===== config.mk =====
export PLATFORM = sky130hd
export DESIGN_NAME = csdec_decoder
export DESIGN_NICKNAME = d
export VERILOG_FILES = /design/src/csdec_pkg.sv /design/src/csdec_decoder.sv /design/src/csdec_norm.sv
export VERILOG_INCLUDE_DIRS = /design/src /design/src/src
export SDC_FILE = /design/constraint.sdc
export NUM_CORES = 2
export LEC_CHECK = 0
export ABC_CLOCK_PERIOD_IN_PS = 131400
export BUFFER_PORTS_ARGS = -buffer_cell sky130_fd_sc_hd__buf_4
export CAP_MARGIN = 20
export CORE_AREA = 3 3 649 458
export CTS_BUF_LIST = sky130_fd_sc_hd__clkbuf_2 sky130_fd_sc_hd__clkbuf_4 sky130_fd_sc_hd__clkbuf_8
export DETAILED_ROUTE_END_ITERATION = 8
export DIE_AREA = 0 0 652 461
export MAX_ROUTING_LAYER = met4
export SLEW_MARGIN = 25
export SYNTH_ARGS = -nofsm -noshare
export SYNTH_HDL_FRONTEND = slang
export SYNTH_SLANG_ARGS = --single-unit

===== constraint.sdc =====
create_clock -name sys_clk_in -period 131.4 [get_ports sys_clk_in]
set_input_delay 19.71 -clock sys_clk_in [delete_from_list [all_inputs] [get_ports sys_clk_in]]
set_output_delay 19.71 -clock sys_clk_in [all_outputs]
set_load 0.02 [all_outputs]

===== src/csdec_params.svh =====
// Purpose: constants for the signal code decoder
// Assumes: 32-bit received code, low bits used for narrow types
// Notes: definitions only
`ifndef CSDEC_PARAMS_SVH
`define CSDEC_PARAMS_SVH
`define CSDEC_D4_SPEC_LO 32'h00000002
`define CSDEC_D4_SPEC_HI 32'h0000000D
`define CSDEC_D4_ERR 32'h0000000E
`define CSDEC_D4_NA 32'h0000000F
`define CSDEC_D2_ERR 32'h00000002
`define CSDEC_D2_NA 32'h00000003
`define CSDEC_C1_SPEC 32'h000000FB
`define CSDEC_C1_ERR 32'h000000FE
`define CSDEC_C1_NA 32'h000000FF
`define CSDEC_C2_SPEC 32'h0000FB00
`define CSDEC_C2_ERR 32'h0000FE00
`define CSDEC_C2_NA 32'h0000FF00
`define CSDEC_C4_SPEC 32'hFB000000
`define CSDEC_C4_ERR 32'hFE000000
`define CSDEC_C4_NA 32'hFF000000
`define CSDEC_MASK1 32'h00000001
`define CSDEC_MASK2 32'h00000003
`define CSDEC_MASK4 32'h0000000F
`define CSDEC_MASK8 32'h000000FF
`define CSDEC_MASK16 32'h0000FFFF
`define CSDEC_ZERO32 32'h00000000
`define CSDEC_ONE32 32'h00000001
`endif


===== src/csdec_pkg.sv =====
// Purpose: types for the signal code decoder
// Assumes: nothing
// Notes: continuous value is unsigned fraction, 0 -> 0.0, all ones -> 1.0
package csdec_pkg;
  typedef enum logic [2:0] {
    CSDEC_TYPE_UNDEF = 3'h0,
    CSDEC_TYPE_D1 = 3'h1,
    CSDEC_TYPE_D2 = 3'h2,
    CSDEC_TYPE_D4 = 3'h3,
    CSDEC_TYPE_C1 = 3'h4,
    CSDEC_TYPE_C2 = 3'h5,
    CSDEC_TYPE_C4 = 3'h6
  } csdec_type_t;

  typedef enum logic [1:0] {
    CSDEC_ST_VALID = 2'h0,
    CSDEC_ST_SPECIAL = 2'h1,
    CSDEC_ST_ERROR = 2'h3,
    CSDEC_ST_NA = 2'h2
  } csdec_state_t;

  typedef struct packed {
    csdec_state_t state;
    logic [31:0] value;
    logic [31:0] state_code;
  } csdec_signal_t;
endpackage : csdec_pkg


===== src/csdec_decoder.sv =====
// Purpose: decode a received signal code into state, value and state code
// Assumes: code and type come from logic on the same clock
// Notes: output word loads two edges after the take edge, one request per cycle
//   narrow types read only the low bits of the received code
//   continuous valid value is an unsigned fraction, full scale is all ones
`timescale 1ns/1ps
`include "csdec_params.svh"
module csdec_decoder
  import csdec_pkg::*;
(
  input wire logic sys_clk_in,
  input wire logic sys_rst_in,
  input wire logic code_valid_in,
  input wire logic [31:0] received_code_in,
  input csdec_type_t sig_type_in,
  output logic sig_valid_out,
  output csdec_signal_t sig_out
);
  typedef struct packed {
    csdec_state_t state;
    logic [31:0] code;
    logic [31:0] state_code;
    logic cont;
    logic [31:0] max_code;
  } csdec_stage_t;

  csdec_stage_t stage_d;
  csdec_stage_t stage_q;
  csdec_stage_t stage2_q;
  logic valid_q;
  logic valid2_q;
  logic [31:0] norm_code;
  logic [31:0] norm_max;
  logic [31:0] frac;

  // Shared range classifier for all continuous widths
  function automatic csdec_stage_t csdec_cont(input logic [31:0] c, input logic [31:0] spec,
                                               input logic [31:0] err, input logic [31:0] na);
    csdec_stage_t s;
    s = '0;
    s.code = c;
    s.cont = 1'b1;
    s.max_code = spec - `CSDEC_ONE32;
    if (c >= na) begin
      s.state = CSDEC_ST_NA;
    end else if (c >= err) begin
      s.state = CSDEC_ST_ERROR;
      s.state_code = c - err;
    end else if (c >= spec) begin
      s.state = CSDEC_ST_SPECIAL;
      s.state_code = c - spec;
    end else begin
      s.state = CSDEC_ST_VALID;
    end
    return s;
  endfunction : csdec_cont

  // Narrow types read only the low bits; an undefined type reads nothing
  function automatic logic [31:0] csdec_mask(input csdec_type_t t);
    logic [31:0] m;
    m = `CSDEC_ZERO32;
    case (t)
      CSDEC_TYPE_D1: begin
        m = `CSDEC_MASK1;
      end
      CSDEC_TYPE_D2: begin
        m = `CSDEC_MASK2;
      end
      CSDEC_TYPE_D4: begin
        m = `CSDEC_MASK4;
      end
      CSDEC_TYPE_C1: begin
        m = `CSDEC_MASK8;
      end
      CSDEC_TYPE_C2: begin
        m = `CSDEC_MASK16;
      end
      CSDEC_TYPE_C4: begin
        m = ~`CSDEC_ZERO32;
      end
      default: begin
        m = `CSDEC_ZERO32;
      end
    endcase
    return m;
  endfunction : csdec_mask

  // Value is zero outside the valid state; discrete codes pass as integers
  function automatic logic [31:0] csdec_value(input csdec_stage_t s, input logic [31:0] f);
    logic [31:0] v;
    v = `CSDEC_ZERO32;
    if (s.state != CSDEC_ST_VALID) begin
      v = `CSDEC_ZERO32;
    end else if (s.cont) begin
      v = f;
    end else begin
      v = s.code;
    end
    return v;
  endfunction : csdec_value

  always_comb begin
    logic [31:0] c;
    c = received_code_in & csdec_mask(sig_type_in);
    stage_d = '0;
    stage_d.state = CSDEC_ST_NA;
    case (sig_type_in)
      CSDEC_TYPE_D1: begin
        stage_d.state = CSDEC_ST_VALID;
        stage_d.code = c;
      end
      CSDEC_TYPE_D2: begin
        if (c == `CSDEC_D2_NA) begin
          stage_d.state = CSDEC_ST_NA;
        end else if (c == `CSDEC_D2_ERR) begin
          stage_d.state = CSDEC_ST_ERROR;
        end else begin
          stage_d.state = CSDEC_ST_VALID;
          stage_d.code = c;
        end
      end
      CSDEC_TYPE_D4: begin
        if (c == `CSDEC_D4_NA) begin
          stage_d.state = CSDEC_ST_NA;
        end else if (c == `CSDEC_D4_ERR) begin
          stage_d.state = CSDEC_ST_ERROR;
        end else if (c >= `CSDEC_D4_SPEC_LO) begin
          stage_d.state = CSDEC_ST_SPECIAL;
          stage_d.state_code = c - `CSDEC_D4_SPEC_LO;
        end else begin
          stage_d.state = CSDEC_ST_VALID;
          stage_d.code = c;
        end
      end
      CSDEC_TYPE_C1: begin
        stage_d = csdec_cont(c, `CSDEC_C1_SPEC, `CSDEC_C1_ERR, `CSDEC_C1_NA);
      end
      CSDEC_TYPE_C2: begin
        stage_d = csdec_cont(c, `CSDEC_C2_SPEC, `CSDEC_C2_ERR, `CSDEC_C2_NA);
      end
      CSDEC_TYPE_C4: begin
        stage_d = csdec_cont(c, `CSDEC_C4_SPEC, `CSDEC_C4_ERR, `CSDEC_C4_NA);
      end
      default: begin
        stage_d.state = CSDEC_ST_NA;
      end
    endcase
  end

  // Request flag walks beside its data; nothing is refused
  always_ff @(posedge sys_clk_in or posedge sys_rst_in) begin
    if (sys_rst_in) begin
      valid_q <= 1'b0;
    end else begin
      valid_q <= code_valid_in;
    end
  end

  // Held between requests, so the divider input only moves on a new code
  always_ff @(posedge sys_clk_in or posedge sys_rst_in) begin
    if (sys_rst_in) begin
      stage_q <= '0;
    end else if (code_valid_in) begin
      stage_q <= stage_d;
    end
  end

  // Divider sees zero unless the code is valid and continuous, to save toggling
  always_comb begin
    norm_code = `CSDEC_ZERO32;
    norm_max = `CSDEC_ONE32;
    if (stage_q.cont && stage_q.state == CSDEC_ST_VALID) begin
      norm_code = stage_q.code;
      norm_max = stage_q.max_code;
    end
  end

  // Divider sits in its own stage to keep the compare path short
  csdec_norm u_norm (
    .sys_clk_in(sys_clk_in),
    .sys_rst_in(sys_rst_in),
    .code_in(norm_code),
    .max_code_in(norm_max),
    .frac_out(frac)
  );

  // Classification waits one cycle so it meets its own divider result
  always_ff @(posedge sys_clk_in or posedge sys_rst_in) begin
    if (sys_rst_in) begin
      stage2_q <= '0;
    end else begin
      stage2_q <= stage_q;
    end
  end

  always_ff @(posedge sys_clk_in or posedge sys_rst_in) begin
    if (sys_rst_in) begin
      valid2_q <= 1'b0;
    end else begin
      valid2_q <= valid_q;
    end
  end

  // Pulse rises with the edge that loads the new output word
  always_ff @(posedge sys_clk_in or posedge sys_rst_in) begin
    if (sys_rst_in) begin
      sig_valid_out <= 1'b0;
    end else begin
      sig_valid_out <= valid2_q;
    end
  end

  // Output word stands until the next answer
  always_ff @(posedge sys_clk_in or posedge sys_rst_in) begin
    if (sys_rst_in) begin
      sig_out <= '{state: CSDEC_ST_NA, value: `CSDEC_ZERO32, state_code: `CSDEC_ZERO32};
    end else if (valid2_q) begin
      sig_out.state <= stage2_q.state;
      sig_out.state_code <= stage2_q.state_code;
      sig_out.value <= csdec_value(stage2_q, frac);
    end
  end
endmodule : csdec_decoder


===== src/csdec_norm.sv =====
// Purpose: normalise a valid continuous code into a 0..1 fraction
// Assumes: code no greater than max_code, max_code nonzero
// Notes: registered output, one cycle; restoring division, 32 steps unrolled in a loop
`timescale 1ns/1ps
`include "csdec_params.svh"
module csdec_norm (
  input wire logic sys_clk_in,
  input wire logic sys_rst_in,
  input wire logic [31:0] code_in,
  input wire logic [31:0] max_code_in,
  output logic [31:0] frac_out
);
  // Full-scale code maps to all ones, so 1.0 is reachable
  function automatic logic [31:0] csdec_frac(input logic [31:0] num, input logic [31:0] den);
    logic [32:0] rem;
    logic [31:0] q;
    int i;
    rem = 33'h000000000;
    q = `CSDEC_ZERO32;
    if (num >= den) begin
      q = 32'hFFFFFFFF;
    end else begin
      rem = {1'b0, num};
      for (i = 31; i >= 0; i--) begin
        rem = {rem[31:0], 1'b0};
        if (rem >= {1'b0, den}) begin
          rem = rem - {1'b0, den};
          q[i] = 1'b1;
        end
      end
    end
    return q;
  endfunction : csdec_frac

  always_ff @(posedge sys_clk_in or posedge sys_rst_in) begin
    if (sys_rst_in) begin
      frac_out <= `CSDEC_ZERO32;
    end else begin
      frac_out <= csdec_frac(code_in, max_code_in);
    end
  end
endmodule : csdec_norm


==> results.toml <==
[route]
drtIter0Drc = 11240
met1_length_um = 161100
met2_length_um = 118600
wl_per_cell_um = 20.41
num_vias = 92060
drt_wl_total_um = 316200
dr.pass1.iters = 7
ant_nets = 0
drc = 0
vias_per_cell = 5.942
route.top_layer_used = "met4"
wl_met3_um = 33300

[placed_design]
placed_cells = 15410
port_buffers = 104
place_hpwl_um = 251100
place_congestion = 1.024
place_area_sq_mm = 0.08911

[synth]
synth_area_leaders = "ha_1 (11%), dfrtp_1 (6.8%), a21oi_1 (6.7%), xnor2_1 (6.6%), nor2_1 (4.8%)"
syn_area_per_cell_sq_um = 7.314
yosysSeqAreaShare_pct = 6.800
yosys.area.top_type_share_pct = 11.10
syn-cell-area_sq_mm = 0.08724
synth_nets = 12740
yosysWarnings = 0
yosys.area.top_type = "ha_1"
synth-edff-count = 0
async_reset_ff_share_pct = 100.0
synth_simple_gate_area_share_pct = 24.27
synth_xor_area_share_pct = 10.12
synth-compound-area-share_pct = 35.66
ys.flop_type = "dfrtp_1"
synth.distinct_cells = 226
synth_top_family_by_area = "compound AO/OA/AOI/OAI gates"
synthMuxAreaShare_pct = 4.351
ys_seq_elements = 237
synthAdderAreaFrac_pct = 11.58
syn-instance-count = 11930

[clocking]
cts_tree = "yes"
worstSkewPairLatency_ns = 0.77
postCtsSetupBuffers = 0
cts_root_buffer = "clkbuf_8"
cts-hold-fix-buffers = 0
cts_made_buffers = 42
clk_pin_slew_worst_paths_ns = 0.08
cts_sinks = 237
cts-resized-gates = 0
clock_path_buffers = 3
htree_levels = 2

[die]
initial_core_util_pct = 29.94
coreArea_sq_mm = 0.2914
core.rowCount = 166
die_w_um = 652
die_h_um = 461
ioPinCount = 105
die_area_sq_mm = 0.3006

[grt]
grt_pass1_wl_um = 486900
grt_antenna_before_repair = 12
grt.total_usage_pct = 20.40
grt_max_degree = 101
grt_pass1_vias = 79840
grt_overflow = 0

[final_layout]
drive_gt1_share_pct = 12.68
synthToLayoutAreaGrowth_pct = 3.217
finalInstanceArea_sq_mm = 0.09005
nets = 12410
filler_cell_count = 31630
layout.cells.non_filler = 15490

[timing]
rsz0062_at_grt = "no"
setup_tns_ns = 0
hold_viol = 0
relSlewSlack_pct = 20.13
period_needed_ns = 113.71
worstMarginPinSlew_ns = 1.189
period_share_pct = 86.53
setup_violations = 0
max_clock_freq_ghz = 0.008795
skew_ns = 0.1096
maxSlewViolCount = 0

[flow_run]
cap_violations = 0

[worst_hold_path]
hold_class = "reg2reg"
worstHoldStart = "stage_q[94]"

[worst_setup_path]
critPathCaptureType = "flip-flop"
crit_path_max_incr_delay_ns = 0.87
critical_path_class = "reg2reg"
reg2reg_to = "u_norm.frac_out[0]"
cpMaxStageDelayCell = "nor4b_1"
r2r_cells = 438
cp_max_fo = 98
r2r_slack_ns = 17.69
arrival_ns = 114.42
crit_end = "u_norm.frac_out[0]"
cp-startpoint = "stage_q[7]"
start_kind = "flip-flop"
cpMostUsedCell = "a21oi_1"
cp.required_ns = 132.11
reg2reg_from = "stage_q[7]"

[status]
outcome = "finished clean"
## kinds of logic (layout without fill, tap and decap cells)
logic type | after synthesis | count (layout)
buf+inv | 1030 | 721
compound gates | 4384 | 4384
mux | 336 | 336
other cells | 0 | 10
fa+ha+maj | 814 | 814
xor+xnor | 987 | 987
simple gates | 4139 | 4139
flops | 237 | 237
## worst max-delay path, delay by kind of cell, from the launching register on
kind | cells | cell delay [ns]
buffers and inverters | 19 | 5.85
xor gates and xnor gates | 11 | 1.29
muxes | 7 | 2.43
and+or+nand+nor | 105 | 24.21
adders and majority gates | 35 | 12.71
DFF | 1 | 0.48
AOI/OAI and AO/OA | 261 | 65.91
## metrics by stage
stage	setup slack [ns]	hold WS [ns]	util, %
after CTS	19.65	0.3066	30.88
after global placement	21.17	0.3337	30.58
after floorplan	12.24	0.3312	-
after detailed placement	20.11	0.3346	30.58
after global routing	10.07	0.3549	30.90
final	17.69	0.3239	30.90
## layout make-up
| class | instances | area [sq um] | share of cell area (%) |
|---|---|---|---|
| Clock buffer | 56 | 714.4 | 0.7934 |
| Tap cell | 3864 | 4835 | 5.369 |
| Sequential cell | 237 | 5936 | 6.592 |
| Clock inverter | 13 | 172.7 | 0.1918 |
| Inverter | 453 | 1729 | 1.920 |
| Multi-Input combinational cell | 10660 | 75120 | 83.42 |
| Timing Repair Buffer | 199 | 1516 | 1.684 |
| Antenna cell | 10 | 25.02 | 0.02779 |
## cells in the final DEF (no fill, tap or decap), types with 131 or more instances in the layout
cell type and instances:
a211oi_1 159, a21o_1 359, a21oi_1 1175, a31oi_1 193
buf_4 196, dfrtp_1 233, ha_1 774, inv_1 444
mux2_2 144, nand2_1 1056, nand2b_1 145, nand3_1 403
nand4_1 131, nor2_1 1114, nor3_1 269, o21ai_0 683
xnor2_1 656, xor2_1 310
## worst min-delay path by stage
stage | slack [ns] | to | cells after the start
final | 0.32 | stage2_q[94] | 0
after global routing | 0.35 | stage2_q[94] | 0
after CTS | 0.31 | stage2_q[94] | 0
after detailed placement | 0.33 | valid2_q | 0
after global placement | 0.33 | valid2_q | 0
after floorplan | 0.33 | valid2_q | 0
## flip-flops by register name, summed over array words and instances, names as in the netlist
signal and cells:
sig_valid_out 1, u_norm.frac_out 32, valid_q 1, stage_q 69, sig_out 66, stage2_q 67, valid2_q 1
## layer usage
layer,vias up,GRT usage [%]
li1,44040,-
met1,43610,32.55
met2,4224,26.21
met3,183,3.755
met4,0,2.143
met5,-,-
## cell usage after synthesis, drive strengths merged, types with 60 or more instances
cell type	count
a211oi	190
a21o	427
a21oi	1236
a31oi	210
and2	150
and3	156
buf	183
clkbuf	364
dfrtp	236
ha	774
inv	451
mux2	182
mux2i	152
nand2	1083
nand2b	151
nand3	417
nand4	137
nor2	1152
nor2b	88
nor3	296
o2111ai	60
o211ai	150
o21a	138
o21ai	844
o21bai	131
o22ai	96
o31ai	123
or2	85
or3	107
xnor2	670
xor2	315
Power is not shown: default switching activity piles up to over one toggle a cycle in this logic, so the estimate is an artifact.
